--- src/core/plc_pkg.sv ---
// Purpose: constants, types and register map of the programmable logic cell
// Assumes: 32-bit apb, byte addresses, one aligned word per register
// Notes: register offsets and field layout are local to this block

package plc_pkg;

   // ==========================================================================
   // bus and register map
   localparam int          ADDR_W      = 12;
   localparam int          DATA_W      = 32;
   localparam logic [11:0] OFS_LUT     = 12'h000;
   localparam logic [11:0] OFS_CONFIG  = 12'h004;
   localparam logic [11:0] OFS_STATUS  = 12'h008;

   localparam logic [15:0] LUT_RESET   = 16'h0000;
   localparam int          CFG_W       = 10;

   // ==========================================================================
   // status field positions
   localparam int          ST_LUT      = 0;
   localparam int          ST_REG      = 1;
   localparam int          ST_ROUTE_LO = 2;
   localparam int          ST_CHAIN    = 5;

   // ==========================================================================
   // modes and sources
   typedef enum logic [1:0] {
      FF_D, FF_T, FF_JK, FF_SR
   } plc_ff_mode_type;

   typedef enum logic [1:0] {
      SRC_LUT, SRC_DIRECT, SRC_CHAIN, SRC_SPARE
   } plc_src_type;

   // out_sel bit set: that output shows the register, else the table
   typedef struct packed {
      logic [1:0]      fb_sel;
      logic            fb_en;
      plc_src_type     reg_src;
      logic [2:0]      out_sel;
      plc_ff_mode_type ff_mode;
   } plc_cfg_type;

   localparam plc_cfg_type CFG_RESET = '{
      fb_sel: 2'h0, fb_en: 1'b0, reg_src: SRC_LUT,
      out_sel: 3'h0, ff_mode: FF_D};

   // cluster-wide controls shared by all cells of a cluster
   typedef struct packed {
      logic clk_ena;
      logic clear_n;
      logic sync_clear;
      logic sync_load;
      logic sync_load_data;
   } plc_cluster_type;

endpackage : plc_pkg

--- src/core/plc_logic_cell.sv ---
// Purpose: one programmable logic cell with its apb configuration port
// Assumes: cell and cluster inputs are synchronous to pclk
// Notes: routed outputs carry the table result combinationally, or the register where out_sel is set

`timescale 1ns/1ps

module plc_logic_cell
   import plc_pkg::*;
(
   input  wire logic                 pclk,
   input  wire logic                 presetn,
   input  wire logic                 psel,
   input  wire logic                 penable,
   input  wire logic                 pwrite,
   input  wire logic [ADDR_W-1:0]    paddr,
   input  wire logic [DATA_W-1:0]    pwdata,
   output      logic [DATA_W-1:0]    prdata,
   output      logic                 pready,
   output      logic                 pslverr,
   input  wire logic                 device_wide_clear_n,
   input  wire plc_cluster_type      cluster_ctl,
   input  wire logic [3:0]           data_in,
   input  wire logic                 cell_clk_ena,
   input  wire logic                 reg_data_in,
   input  wire logic                 reg_aux_in,
   input  wire logic                 chain_in,
   output      logic                 route_row_col,
   output      logic                 route_direct,
   output      logic                 route_local,
   output      logic                 chain_out
);

   // ==========================================================================
   // helpers
   function automatic logic pick(input logic sel_reg, input logic lut_v,
                                 input logic reg_v);
      pick = sel_reg ? reg_v : lut_v;
   endfunction : pick

   function automatic logic sel_hit(input logic [ADDR_W-1:0] a,
                                    input logic [11:0] ofs);
      sel_hit = (a == ofs);
   endfunction : sel_hit

   // ==========================================================================
   // configuration registers and apb slave
   logic [15:0]       lut_mask;
   logic [15:0]       next_lut_mask;
   plc_cfg_type       cfg;
   plc_cfg_type       next_cfg;
   logic [DATA_W-1:0] next_prdata;
   logic              next_pready;
   logic              next_pslverr;
   logic [DATA_W-1:0] status_word;
   logic              mapped;
   logic              do_write;

   logic              reg_q;
   logic              lut_out;
   logic [2:0]        routed;

   always_comb begin
      status_word                 = '0;
      status_word[ST_LUT]         = lut_out;
      status_word[ST_REG]         = reg_q;
      status_word[ST_ROUTE_LO+:3] = routed;
      status_word[ST_CHAIN]       = chain_out;
   end

   always_comb begin
      mapped = sel_hit(paddr, OFS_LUT) | sel_hit(paddr, OFS_CONFIG)
             | sel_hit(paddr, OFS_STATUS);
      // write lands at the edge that closes the access phase
      do_write      = psel & penable & pready & pwrite & mapped;
      next_lut_mask = lut_mask;
      next_cfg      = cfg;
      if (do_write && sel_hit(paddr, OFS_LUT)) begin
         next_lut_mask = pwdata[15:0];
      end
      if (do_write && sel_hit(paddr, OFS_CONFIG)) begin
         next_cfg = plc_cfg_type'(pwdata[CFG_W-1:0]);
      end
      // answer prepared in setup so access takes exactly one cycle
      next_pready  = psel & ~penable & ~pready;
      next_pslverr = psel & ~penable & ~pready & ~mapped;
      next_prdata  = '0;
      if (psel && !penable && !pwrite) begin
         if (sel_hit(paddr, OFS_LUT)) begin
            next_prdata = {16'h0000, lut_mask};
         end else if (sel_hit(paddr, OFS_CONFIG)) begin
            next_prdata = {{(DATA_W-CFG_W){1'b0}}, cfg};
         end else if (sel_hit(paddr, OFS_STATUS)) begin
            next_prdata = status_word;
         end
      end
   end

   always_ff @(posedge pclk or negedge presetn) begin
      if (!presetn) begin
         lut_mask <= LUT_RESET;
         cfg      <= CFG_RESET;
         prdata   <= '0;
         pready   <= 1'b0;
         pslverr  <= 1'b0;
      end else begin
         lut_mask <= next_lut_mask;
         cfg      <= next_cfg;
         prdata   <= next_prdata;
         pready   <= next_pready;
         pslverr  <= next_pslverr;
      end
   end

   // ==========================================================================
   // look-up table with optional register feedback
   logic [3:0] lut_idx;

   genvar gi;
   generate
      for (gi = 0; gi < 4; gi++) begin : g_idx
         // feedback replaces one table input by the cell's own register
         assign lut_idx[gi] = (cfg.fb_en && cfg.fb_sel == 2'(gi)) ?
                              reg_q : data_in[gi];
      end
   endgenerate

   assign lut_out = lut_mask[lut_idx];

   // ==========================================================================
   // storage register
   logic cell_rst_n;
   logic packed_use;
   logic clk_en;
   logic d_src;
   logic next_reg_q;

   // device clear folds into the asynchronous reset so it beats every control
   assign cell_rst_n = presetn & device_wide_clear_n
                     & cluster_ctl.clear_n;
   // any source other than SRC_LUT counts as packed use, even SRC_SPARE, which still loads the table
   assign packed_use = (cfg.reg_src != SRC_LUT);
   // cluster enable gates the clock of every register that shares it
   assign clk_en = cell_clk_ena & cluster_ctl.clk_ena;

   always_comb begin
      case (cfg.reg_src)
         SRC_LUT:    d_src = lut_out;
         SRC_DIRECT: d_src = reg_data_in;
         SRC_CHAIN:  d_src = chain_in;
         default:    d_src = lut_out;
      endcase
   end

   always_comb begin
      next_reg_q = reg_q;
      if (!clk_en) begin
         next_reg_q = reg_q;
      end else if (cluster_ctl.sync_clear) begin
         next_reg_q = 1'b0;
      end else if (cluster_ctl.sync_load && !packed_use) begin
         next_reg_q = cluster_ctl.sync_load_data;
      end else begin
         case (cfg.ff_mode)
            FF_D: next_reg_q = d_src;
            FF_T: next_reg_q = reg_q ^ d_src;
            FF_JK: begin
               case ({d_src, reg_aux_in})
                  2'b10:   next_reg_q = 1'b1;
                  2'b01:   next_reg_q = 1'b0;
                  2'b11:   next_reg_q = ~reg_q;
                  default: next_reg_q = reg_q;
               endcase
            end
            FF_SR: begin
               // both set and reset high holds: avoids an undefined state
               case ({d_src, reg_aux_in})
                  2'b10:   next_reg_q = 1'b1;
                  2'b01:   next_reg_q = 1'b0;
                  default: next_reg_q = reg_q;
               endcase
            end
            default: next_reg_q = d_src;
         endcase
      end
   end

   always_ff @(posedge pclk or negedge cell_rst_n) begin
      if (!cell_rst_n) begin
         reg_q <= 1'b0;
      end else begin
         reg_q <= next_reg_q;
      end
   end

   // chain output is the register itself, so it is a flop
   assign chain_out = reg_q;

   // ==========================================================================
   // routed outputs
   generate
      for (gi = 0; gi < 3; gi++) begin : g_out
         // per-output source; table and register can show at once
         assign routed[gi] = pick(cfg.out_sel[gi], lut_out,
                                  reg_q);
      end
   endgenerate

   // two outputs to row/column and neighbour links, one to local routing
   assign route_row_col = routed[0];
   assign route_direct  = routed[1];
   assign route_local   = routed[2];

endmodule : plc_logic_cell

--- config.mk ---
export PLATFORM = sky130hd
export DESIGN_NAME = plc_logic_cell
export DESIGN_NICKNAME = d
export VERILOG_FILES = /design/src/core/plc_pkg.sv /design/src/core/plc_logic_cell.sv
export SDC_FILE = /design/constraint.sdc
export NUM_CORES = 1
export LEC_CHECK = 0
export BUFFER_PORTS_ARGS = -buffer_cell sky130_fd_sc_hd__buf_2
export CAP_MARGIN = 20
export CORE_MARGIN = 1.5
export CORE_UTILIZATION = 40
export CTS_CLUSTER_SIZE = 25
export DETAILED_ROUTE_END_ITERATION = 16
export GPL_TIMING_DRIVEN = 0
export MAX_ROUTING_LAYER = met4
export PLACE_DENSITY_LB_ADDON = 0.15
export RECOVER_POWER = 25
export SYNTH_ARGS = -nofsm -noshare
export SYNTH_HDL_FRONTEND = slang
export SYNTH_SLANG_ARGS = --single-unit
--- constraint.sdc ---
create_clock -name pclk -period 2.8 [get_ports pclk]
set_clock_uncertainty 0.15 [all_clocks]
set_input_delay 0.28 -clock pclk [delete_from_list [all_inputs] [get_ports pclk]]
set_output_delay 0.28 -clock pclk [all_outputs]
set_load 0.05 [all_outputs]
* After elaboration in Yosys (flattened, before gate mapping)
Cells that the tools add are included. W data, S select, Z words.
Operators by class: order comparisons 1, equality and inequality tests 15, reductions and logical operators 17, bitwise logic cells 17, mux-type cells 19
Operator list (count):
- $mux W16 | 2
- $eq A2 B2 Y1 const B | 7
- $eq A12 B3 Y1 const B | 1
- $eq A12 B4 Y1 const B | 1
- $logic_not A12 Y1 | 1
- $and A1 B1 Y1 | 10
- $mux W1 | 10
- $mux W10 | 1
- $logic_and A1 B1 Y1 | 9
- $eq A2 B1 Y1 const B | 4
- $mux W6 | 1
- $ne A6 B6 Y1 const B | 1
- $lt A4 B5 Y1 const B | 1
- $ne A5 B5 Y1 const B | 1
- $bmux W1 S4 | 1
- $logic_not A2 Y1 | 2
- $not A1 Y1 | 4
- $pmux W1 S2 | 2
- $pmux W1 S4 | 1
- $logic_not A1 Y1 | 3
- $pmux W1 S3 | 1
- $reduce_and A3 Y1 | 1
- $or A1 B1 Y1 | 2
- $reduce_bool A2 Y1 | 1
- $xor A1 B1 Y1 | 1
Word-level totals: flip-flop bits (word level) 61, output and inout bits 38, bits of input ports 63

* Depth between registers and ports, before layout
Gate-level depths: netlist of the first run.
depth in word-level cells 11, depth in mapped cells 10

* Least setup slack after synthesis of the first run
OpenSTA, ideal clock, no wires.
kind register to register, from register reg_q, in the netlist chain_out, to register prdata[3], library setup time 0.124 ns, buffers on the path 2, slack -0.078 ns, stages on the path, launching flop included 11, clock period less this slack 2.878 ns, data arrival time 2.604 ns, cell sequence dfrtp_1 > buf_2 > buf_2 > mux2i_1 > mux2i_1 > mux2i_1 > o32ai_1 > or3_4 > mux2_2 > a21oi_1 > nor2_1
On the way: cells in the longest elaborated chain, start to end 8, elaborated cells between the ends (all ways) 11, classes of those cells 11 x mux
Ends and longest elaborated chain:
- start, declared | line plc_logic_cell.sv:58 | logic reg_q;
- start signal, assigned | line plc_logic_cell.sv:191 | reg_q <= next_reg_q;
- $mux W1 | line plc_logic_cell.sv:122 | assign lut_idx[gi] = (cfg.fb_en && cfg.fb_sel == 2'(gi)) ?
- $bmux W1 S4 | line plc_logic_cell.sv:127 | assign lut_out = lut_mask[lut_idx];
- $mux W1 (not written as such) | line plc_logic_cell.sv:127
- $mux W1 (*) | line plc_logic_cell.sv:37 | pick = sel_reg ? reg_v : lut_v;
- net route_direct | line plc_logic_cell.sv:28 | output logic route_direct,
- $mux W6 (*) | line plc_logic_cell.sv:92 | end else if (sel_hit(paddr, OFS_STATUS)) begin
- $mux W10 (*) | line plc_logic_cell.sv:90 | end else if (sel_hit(paddr, OFS_CONFIG)) begin
- $mux W16 (*) | line plc_logic_cell.sv:88 | if (sel_hit(paddr, OFS_LUT)) begin
- $mux W16 (*) | line plc_logic_cell.sv:87 | if (psel && !penable && !pwrite) begin
- net next_prdata[3] | line plc_logic_cell.sv:51 | logic [DATA_W-1:0] next_prdata;
- end signal, assigned | line plc_logic_cell.sv:108 | prdata <= next_prdata;
- end, declared | line plc_logic_cell.sv:17 | output logic [DATA_W-1:0] prdata,
The timed path passes the listed nets; every way through them passes the cells marked *. The select of a mux whose other input is x is not followed. A chain may end at the register's enable or synchronous reset.

* Final worst setup path of the first run
from register cfg[9] in the netlist's numbering, to output route_local
On the way: cells in the longest elaborated chain, start to end 6, elaborated cells between the ends (all ways) 15, classes of those cells 3 x eq/ne; 7 x mux; 5 x reduce/logical
Ends and longest elaborated chain:
- start, declared | line plc_logic_cell.sv:49 | plc_cfg_type cfg;
- start signal, assigned | line plc_logic_cell.sv:107 | cfg <= next_cfg;
- $eq A2 B1 Y1 (tied with other cells) | line plc_logic_cell.sv:122
- $logic_and A1 B1 Y1 | line plc_logic_cell.sv:122
- $mux W1 | line plc_logic_cell.sv:122
- $bmux W1 S4 (*) | line plc_logic_cell.sv:127
- $mux W1 (not written as such) (*) | line plc_logic_cell.sv:127
- $mux W1 (*) | line plc_logic_cell.sv:37
- end, declared | line plc_logic_cell.sv:29 | output logic route_local,
Every way passes the cells marked *; elsewhere a longest branch is shown, timed or not. The select of a mux whose other input is x is not followed.

==> impl_metrics.yaml, run 1 <==
outcome:
  outcome: "complete, but fails checks"
  violations: "setup timing"
worst_setup_path:
  r2r-start: "cfg[9]"
  ff2ff_path_depth: 10
  cp-start-kind: "flop"
  cpMostUsedCell: "mux2i_1"
  path_class: "flop to output pin"
  critical_path.max_fanout: 8
  cp_slowest_cell: "dfrtp_2"
  crit_required_ps: 2370
  slowest_delay_ps: 470
  worstPathCellList: "or3b_4 -> mux2i_1 -> mux2i_1 -> o32ai_2 -> or3_4 -> mux2_4 -> buf_8"
  end_kind: "output pin"
  crit_arrival_ps: 2580
  reg2reg_slack_ps: -120
  r2r_end: "chain_out"
synth:
  synthArstFlopShare: 1.00
  netlist_area_um2: 2600
  synthFlopType: "dfrtp_1"
  yosys_warnings: 0
  ys_types: 44
  synthCells: 241
  avgSynthCellArea_um2: 10.8
  ys_ff_latch: 45
  synth_enable_flop_cells: 0
  synth_top_area_frac: 0.433
  synthTopCellsByArea: "dfrtp_1, mux2_2, mux2i_1"
  yosysSeqAreaShare: 0.433
  synth_area_leader_cell: "dfrtp_1"
timing:
  relSlewSlack: 0.320
  hold_viol: 0
  setup_ws_ps: -214
  final_max_slew_viol_count: 0
  period_share: 1.08
  rsz0062_at_grt: "yes"
  whs_ps: 41.0
  max_clock_freq_ghz: 0.332
  tightest_slew_ps: 1020
  setup_tns_ps: -743
  setup_violations: 4
  layout_min_cycle_time_ps: 3010
floorplan:
  initial_utilization: 0.412
  dieHeight_um: 83.6
  rows: 29
  dieArea_um2: 7000
  die_w_um: 83.6
  ioPinCount: 101
  core_um2: 6310
cts:
  cts_tree: "yes"
  root_buffer: "clkbuf_8"
  cts_max_level: 2
  cts_buffers: 5
  clock_latency_ps: 310
  cts.sinks: 45
  cts_max_path_buffers: 2
  path_clk_slew_ps: 100
layout:
  seqCellArea_um2: 1130
  drive_above_1_share: 0.431
  antenna_cells: 0
  fin_nets: 406
  multi_input_area_um2: 1360
  finalNonFillerCells: 418
  synthToLayoutAreaGrowth_pct: 29.4
  fillers: 610
power_and_ir_drop:
  p_total_mw: 1.41
  power_leakage_nw: 1.75
  peakVddDrop_mv: 0.195
  p_per_area_nw_per_um2: 419
route:
  drtIter0Drc: 137
  vias_per_cell: 4.94
  vias: 2063
  ant_nets: 0
  avgRoutedWirePerCell_um: 14.3
  drt-total-wl_um: 5990
  post-route-drc-count: 0
  drt-pass1-iter-count: 4
global_routing:
  grt_pass1_vias: 2029
  antenna_found_initial: 0
  overflow: 0
  grt_usage: 0.185
  grt_pass1_wl_um: 9990
  grt_max_degree: 46
worst_hold_path:
  holdPathStages: 2
  hold_class: "input port to flop"
  holdCritStartpoint: "pwdata[11]"
  min_to: "lut_mask[11]"
placed_design:
  hpwlAfterDp_um: 4340
  portBuffers: 65
  place_congestion: 0.861
  place_inst: 398
job:
  max-cap-violations: 0
## where the power goes
part	internal, mW	switching [mW]
Combinational	0.0928	0.148
Sequential	0.653	0.00471
Clock	0.267	0.243
Total	1.01	0.396
## through the flow
| stage | util | setup slack, ps | area (um^2) |
|---|---|---|---|
| final | 0.533 | -214 | 3370 |
| after global routing | 0.533 | -314 | 3370 |
| after CTS | 0.521 | -233 | 3290 |
| after detailed placement | 0.488 | -58.7 | 3080 |
| after global placement | 0.488 | -39.4 | 3080 |
| after floorplan | - | 88.1 | 2660 |
## worst max-delay path: cells and delay by family, from the launching register on
| kind | cells | cell delay (ps) |
|---|---|---|
| simple gates | 2 | 890 |
| mux | 3 | 630 |
| buf+inv | 1 | 150 |
| compound gates | 1 | 130 |
| flops | 1 | 470 |
## cell type report
| cell class | count | share of cell area |
|---|---|---|
| Clock buffer | 5 | 0.0204 |
| Tap cell | 77 | 0.0286 |
| Sequential cell | 45 | 0.335 |
| Timing Repair Buffer | 78 | 0.135 |
| Inverter | 8 | 0.00892 |
| Buffer | 25 | 0.0539 |
| Multi-Input combinational cell | 177 | 0.405 |
| Clock inverter | 3 | 0.0137 |
## routing by layer
metal / up-vias / part of all wire / global-route usage
li1: 1024 / - / -
met1: 975 / 0.46 / 0.244
met2: 56 / 0.48 / 0.282
met3: 8 / 0.047 / 0.0386
met4: 0 / 0.017 / 0.0671
met5: - / 0 / -
## cells in the mapped netlist, types with 2 or more instances
library cell / n
a21oi_1: 11
and2_1: 7
and3_1: 3
buf_2: 4
buf_4: 17
clkbuf_1: 5
dfrtp_1: 45
ha_1: 3
inv_1: 8
mux2_2: 33
mux2i_1: 29
nand2_1: 14
nand2b_1: 2
nand3_1: 2
nor2_1: 23
nor3_1: 4
nor4_1: 2
o21a_1: 2
o31ai_1: 2
## kinds of logic (layout without fill, tap and decap cells)
kind of cell             Yosys count  count (layout)  share of synthesized area
flip-flops                        45              45                      0.433
AO/OA/AOI/OAI                     30              30                     0.0866
other                              1              16                    0.00144
adder cells (fa/ha/maj)            3               3                     0.0144
multiplexers                      63              63                      0.263
AND/OR/NAND/NOR                   65              65                      0.126
buffers and inverters             34             119                     0.0755
## worst max-delay path by stage
stage	end	cells after the start	slack (ps)	startpoint
2_1_floorplan	prdata[3]	10	90	chain_out
3_3_place_gp	route_local	9	-40	chain_out
3_5_place_dp	route_local	9	-60	chain_out
4_1_cts	route_local	9	-230	cfg[8]
5_1_grt	route_local	8	-310	cfg[8]
6_report	route_local	7	-210	cfg[9]
## cell usage in the layout, fill, tap and decap left out, types with 2 or more instances in the layout
master	Yosys	routed
dfrtp_1	45	43
conb_1	1	16
clkbuf_8	0	5
nand2_1	14	14
buf_6	0	5
nor4_1	2	2
nand2b_1	2	2
dlygate4sd3_1	0	3
o21a_1	2	2
nor3_1	4	4
and2_1	7	7
nand3_1	2	2
a21oi_1	11	11
nor2_1	23	23
dfrtp_2	0	2
mux2i_1	29	29
mux2_2	33	30
and3_1	3	3
buf_8	0	2
buf_4	17	24
clkbuf_1	5	6
mux2_4	0	3
buf_2	4	62
o31ai_1	2	2
inv_1	8	8
ha_1	3	3
## state kept, by name, summed over array words and instances (netlist names)
register and cells:
chain_out 1, lut_mask 16, cfg 10, pready 1, pslverr 1, prdata 16
## repair_timing
action / 4_1_cts / 5_1_grt
gates resized for setup: 14 / 9
buffers inserted: 4 / 5
pin swaps: 4 / 5
endpoints found under the hold margin: 1 / 44
gates cloned: 0 / 0
setup endpoints to repair: 4 / 4
hold buffers: 2 / 1
(Power assumes the default switching activity.)
==> inputs of run 2 (changes only) <==
--- a/config.mk
+++ b/config.mk
@@ -13,7 +13,7 @@
 export DETAILED_ROUTE_END_ITERATION = 16
 export GPL_TIMING_DRIVEN = 0
 export MAX_ROUTING_LAYER = met4
-export PLACE_DENSITY_LB_ADDON = 0.15
+export PLACE_DENSITY = 0.68
 export RECOVER_POWER = 25
 export SYNTH_ARGS = -nofsm -noshare
 export SYNTH_HDL_FRONTEND = slang
==> constraint.sdc (replaced) <==
create_clock -name pclk -period 2.8 [get_ports pclk]
set_clock_uncertainty 0.15 [all_clocks]
set_input_delay 0.14 -clock pclk [delete_from_list [all_inputs] [get_ports pclk]]
set_output_delay 0.14 -clock pclk [all_outputs]
set_load 0.05 [all_outputs]
==> run 2 against run 1 <==
The run still ends with setup timing left. Non-clock buffer count is 17 higher. Sequential share of layout area is 1.3 points lower. Final cell count is 4.1% higher. Routed wire length is 0.85% higher. Clock power is 25% lower. Via count is 4.2% higher. Critical path depth is 1 higher. Global-route usage is 0.20 points lower. Critical endpoint is now route_row_col.
==> impl_metrics.yaml, run 2 (same netlist as run 1, synthesis figures left out) <==
layout:
  synthToLayoutAreaGrowth_pct: 34.9
  drive_above_1_share: 0.405
  antenna_cells: 0
  final_common_cell: "buf_2"
  final_cell_mix: "buf_2, dfrtp_1, mux2_2"
  fillers: 584
  seqCellArea_um2: 1130
  reg_top3: "lut_mask x16, prdata x16, cfg x10"
  fin_nets: 423
  multi_input_area_um2: 1360
power_and_ir_drop:
  clockPowerShare: 0.293
  p_comb_frac: 0.201
  power_switching_mw: 0.366
  pwr-share-seq: 0.506
  p_total_mw: 1.30
  power_switching_share: 0.281
  power_leakage_nw: 1.80
  p_per_area_nw_per_um2: 371
  internal_power_mw: 0.936
  peakVddDrop_mv: 0.198
timing:
  setup_violations: 3
  relSlewSlack: 0.350
  period_share: 1.01
  tightest_slew_ps: 976
  hold_viol: 0
  setup_ws_ps: -36.3
  final_max_slew_viol_count: 0
  max_clock_freq_ghz: 0.353
  layout_min_cycle_time_ps: 2840
  whs_ps: 38.2
  rsz0062_at_grt: "yes"
floorplan:
  dieArea_um2: 7000
  dieHeight_um: 83.6
  die_w_um: 83.6
  rows: 29
  core_um2: 6310
  initial_utilization: 0.412
  ioPinCount: 101
route:
  drtIter0Drc: 115
  drt-total-wl_um: 6040
  avgRoutedWirePerCell_um: 13.9
  drt-pass1-iter-count: 5
  post-route-drc-count: 0
  vias: 2149
  vias_per_cell: 4.94
  ant_nets: 0
worst_setup_path:
  end_kind: "output pin"
  r2r-start: "cfg[8]"
  path_class: "flop to output pin"
  crit_required_ps: 2510
  cp-start-kind: "flop"
  crit_arrival_ps: 2550
  cp-startpoint: "cfg[9]"
  critical_path.max_fanout: 8
cts:
  cts.sinks: 45
  root_buffer: "clkbuf_8"
  cts_tree: "yes"
  clock_latency_ps: 290
  cts_max_level: 2
  cts_buffers: 5
  path_clk_slew_ps: 80
  cts_max_path_buffers: 2
outcome:
  outcome: "complete, but fails checks"
  violations: "setup timing"
worst_hold_path:
  hold_class: "input port to flop"
  holdCritStartpoint: "cluster_ctl[0]"
job:
  max-cap-violations: 0
global_routing:
  grt_usage: 0.183
  grt_pass1_wl_um: 9950
  antenna_found_initial: 0
  grt_pass1_vias: 2118
  grt_max_degree: 46
  overflow: 0
placed_design:
  hpwlAfterDp_um: 4340
  place_congestion: 0.937
  portBuffers: 65
run 2: cell type report:
type                    instances  area share
plain buffers                  24      0.0485
inverters                       8     0.00856
clock buffers                   6      0.0207
multi-input cells             177       0.388
flip-flops and latches         45       0.322
well taps                      77      0.0275
repair buffers                 96       0.182
clock inverters                 2     0.00285
run 2: worst paths after layout:
path                                 end  slack [ps]  cells after the start
max in group asynchronous      chain_out         640                      5
min                            chain_out          40                      3
min reg2reg                       pready         330                      1
max                        route_row_col         -40                      8
min in group asynchronous      prdata[3]          60                      2
max reg2reg                    chain_out          30                     10
run 2: through the flow:
step	setup TNS (ps)	worst slack, ps	cells	utilization	instance area (um^2)
6_report	-81.0	-36.3	435	0.556	3510
5_1_grt	-415	-113	435	0.556	3510
4_1_cts	-469	-136	435	0.555	3500
3_5_place_dp	-18.4	-18.4	398	0.488	3080
3_3_place_gp	0	50.5	398	0.488	3080
2_1_floorplan	0	88.1	256	-	2660
run 2: worst max-delay path: stages, from the launching register on:
cell and delay [ps]:
dfrtp_2 460, nand3b_1 230, mux2i_4 240, buf_4 170
nor3_2 160, a221oi_1 80, or3_4 440, mux2_4 310
buf_8 160
run 2: power groups by stage:
stage	clock network, mW	logic (mW)	registers, mW
6_report	0.382	0.262	0.658
4_1_cts	0.396	0.256	0.658
3_5_place_dp	0	0.218	0.671
3_3_place_gp	0	0.216	0.670
5_1_grt	0.423	0.280	0.659
2_1_floorplan	0	0.137	0.683
run 2: repair_timing:
item	in CTS	in global routing
setup endpoints to repair	4	4
gates resized for setup	19	6
setup buffers	6	1
hold buffers	23	0
pin swaps	2	3
gates cloned	0	0
endpoints found under the hold margin	74	0
run 2: layer usage:
layer | track usage | part of all wire | up-vias
li1 | - | - | 1047
met1 | 0.221 | 0.42 | 1018
met2 | 0.303 | 0.50 | 71
met3 | 0.0326 | 0.053 | 13
met4 | 0.0730 | 0.025 | 0
met5 | - | 0 | -
==> inputs of run 3 (changes only) <==
==> constraint.sdc (replaced) <==
create_clock -name pclk -period 3.2 [get_ports pclk]
set_clock_uncertainty 0.15 [all_clocks]
set_input_delay 0.16 -clock pclk [delete_from_list [all_inputs] [get_ports pclk]]
set_output_delay 0.16 -clock pclk [all_outputs]
set_load 0.05 [all_outputs]
==> run 3 against run 2 <==
The run ends with capacitance limit, slew limit left. Setup slack better by 180 ps. Sequential share of layout area is 1.0 points higher. Clock-buffer cell count is 1 lower. Total power is 13% lower. Design area is 3.6% lower. Combinational power is 20% lower.
==> impl_metrics.yaml, run 3 (same netlist as run 1, synthesis figures left out) <==
outcome:
  outcome: "complete, but fails checks"
  violations: "capacitance limit, slew limit"
route:
  drt-pass1-iter-count: 4
  ant_nets: 0
  drt-total-wl_um: 5570
  vias: 2105
  avgRoutedWirePerCell_um: 13.0
  drtIter0Drc: 122
  post-route-drc-count: 0
  vias_per_cell: 4.92
worst_hold_path:
  hold_class: "input port to flop"
  holdPathStages: 3
placed_design:
  pre_cts_ws_ps: 381
  portBuffers: 65
  hpwlAfterDp_um: 4200
  place_congestion: 0.856
  place_inst: 398
cts:
  cts_max_path_buffers: 2
  cts_max_level: 2
  cts.sinks: 45
  path_clk_slew_ps: 80
  clock_latency_ps: 300
  root_buffer: "clkbuf_8"
  cts_tree: "yes"
  cts_buffers: 5
  cts_setup_buffers: 0
worst_setup_path:
  cp-start-kind: "flop"
  r2r_end: "chain_out"
  crit_required_ps: 2890
  ff2ff_path_depth: 10
  critPathCapture: "route_local"
  path_class: "flop to output pin"
  end_kind: "output pin"
  critical_path.max_fanout: 10
  reg2reg_slack_ps: 420
  cp-startpoint: "chain_out"
  crit_arrival_ps: 2750
  r2r-start: "chain_out"
timing:
  max_clock_freq_ghz: 0.327
  relSlewSlack: -0.380
  setup_ws_ps: 144
  setup_violations: 0
  layout_min_cycle_time_ps: 3060
  tightest_slew_ps: 2070
  final_max_slew_viol_count: 40
  rsz0062_at_grt: "no"
  period_share: 0.955
  setup_tns_ps: 0
  hold_viol: 0
floorplan:
  rows: 29
  ioPinCount: 101
  dieArea_um2: 7000
  initial_utilization: 0.412
  core_um2: 6310
  dieHeight_um: 83.6
  die_w_um: 83.6
global_routing:
  grt_pass1_wl_um: 9450
  antenna_found_initial: 0
  grt_max_degree: 46
  grt_usage: 0.172
  grt_pass1_vias: 2006
  overflow: 0
power_and_ir_drop:
  p_per_area_nw_per_um2: 336
  peakVddDrop_mv: 0.159
  power_leakage_nw: 1.75
layout:
  final_cell_mix: "buf_2, dfrtp_1, mux2_2"
  drive_above_1_share: 0.379
  final_common_cell: "buf_2"
  antenna_cells: 0
  finalNonFillerCells: 428
  synthToLayoutAreaGrowth_pct: 30.1
  fin_nets: 416
  fillers: 585
  reg_top3: "lut_mask x16, prdata x16, cfg x10"
job:
  max-cap-violations: 1
[run 3: worst max-delay path, stage by stage, from the launching register on]
cell,delay [ps]
dfrtp_1,440
buf_2,270
clkbuf_4,270
mux2i_1,220
mux2i_1,90
mux2i_1,130
o32ai_1,130
or3_4,390
mux2_2,290
buf_2,210
[run 3: worst min path at each step]
stage / startpoint / end / slack (ps)
finish: penable / pready / 20
global route: penable / pready / 60
CTS: penable / pready / 8
detailed placement: device_wide_clear_n / chain_out / -90
global placement: device_wide_clear_n / chain_out / -90
floorplan: presetn / cfg[0] / -290
[run 3: per-layer routing]
| layer | up-vias | part of all wire | track usage |
|---|---|---|---|
| met3 | 8 | 0.039 | 0.0257 |
| li1 | 1040 | - | - |
| met2 | 51 | 0.49 | 0.273 |
| met5 | - | 0 | - |
| met4 | 0 | 0.017 | 0.0626 |
| met1 | 1006 | 0.46 | 0.225 |
[run 3: area by class of cell]
cell class	instances	area [um^2]	area share
flip-flops and latches	45	1130	0.333
plain buffers	26	169	0.0499
clock inverters	3	21.3	0.00628
repair buffers	87	538	0.159
multi-input cells	177	1340	0.394
inverters	8	30.0	0.00887
well taps	77	96.3	0.0285
clock buffers	5	68.8	0.0203
[run 3: what timing repair did]
action / 4_1_cts / 5_1_grt
hold buffers: 21 / 0
endpoints found under the setup margin: 0 / 3
resized for setup: 0 / 1
endpoints found under the hold margin: 73 / 0
[run 3: metrics by stage]
step / hold WS, ps / utilization / area (um^2) / total power, mW
CTS: 7.79 / 0.535 / 3380 / 1.15
detailed placement: -93.5 / 0.488 / 3080 / 0.776
global placement: -92.6 / 0.488 / 3080 / 0.774
global route: 59.3 / 0.536 / 3380 / 1.19
floorplan: -286 / - / 2660 / 0.717
finish: 16.0 / 0.536 / 3380 / 1.14
[run 3: report_power, final]
part / total [mW] / switching (mW) / internal (mW)
Sequential: 0.575 / 0.00377 / 0.571
Clock: 0.353 / 0.198 / 0.155
Combinational: 0.209 / 0.127 / 0.0823
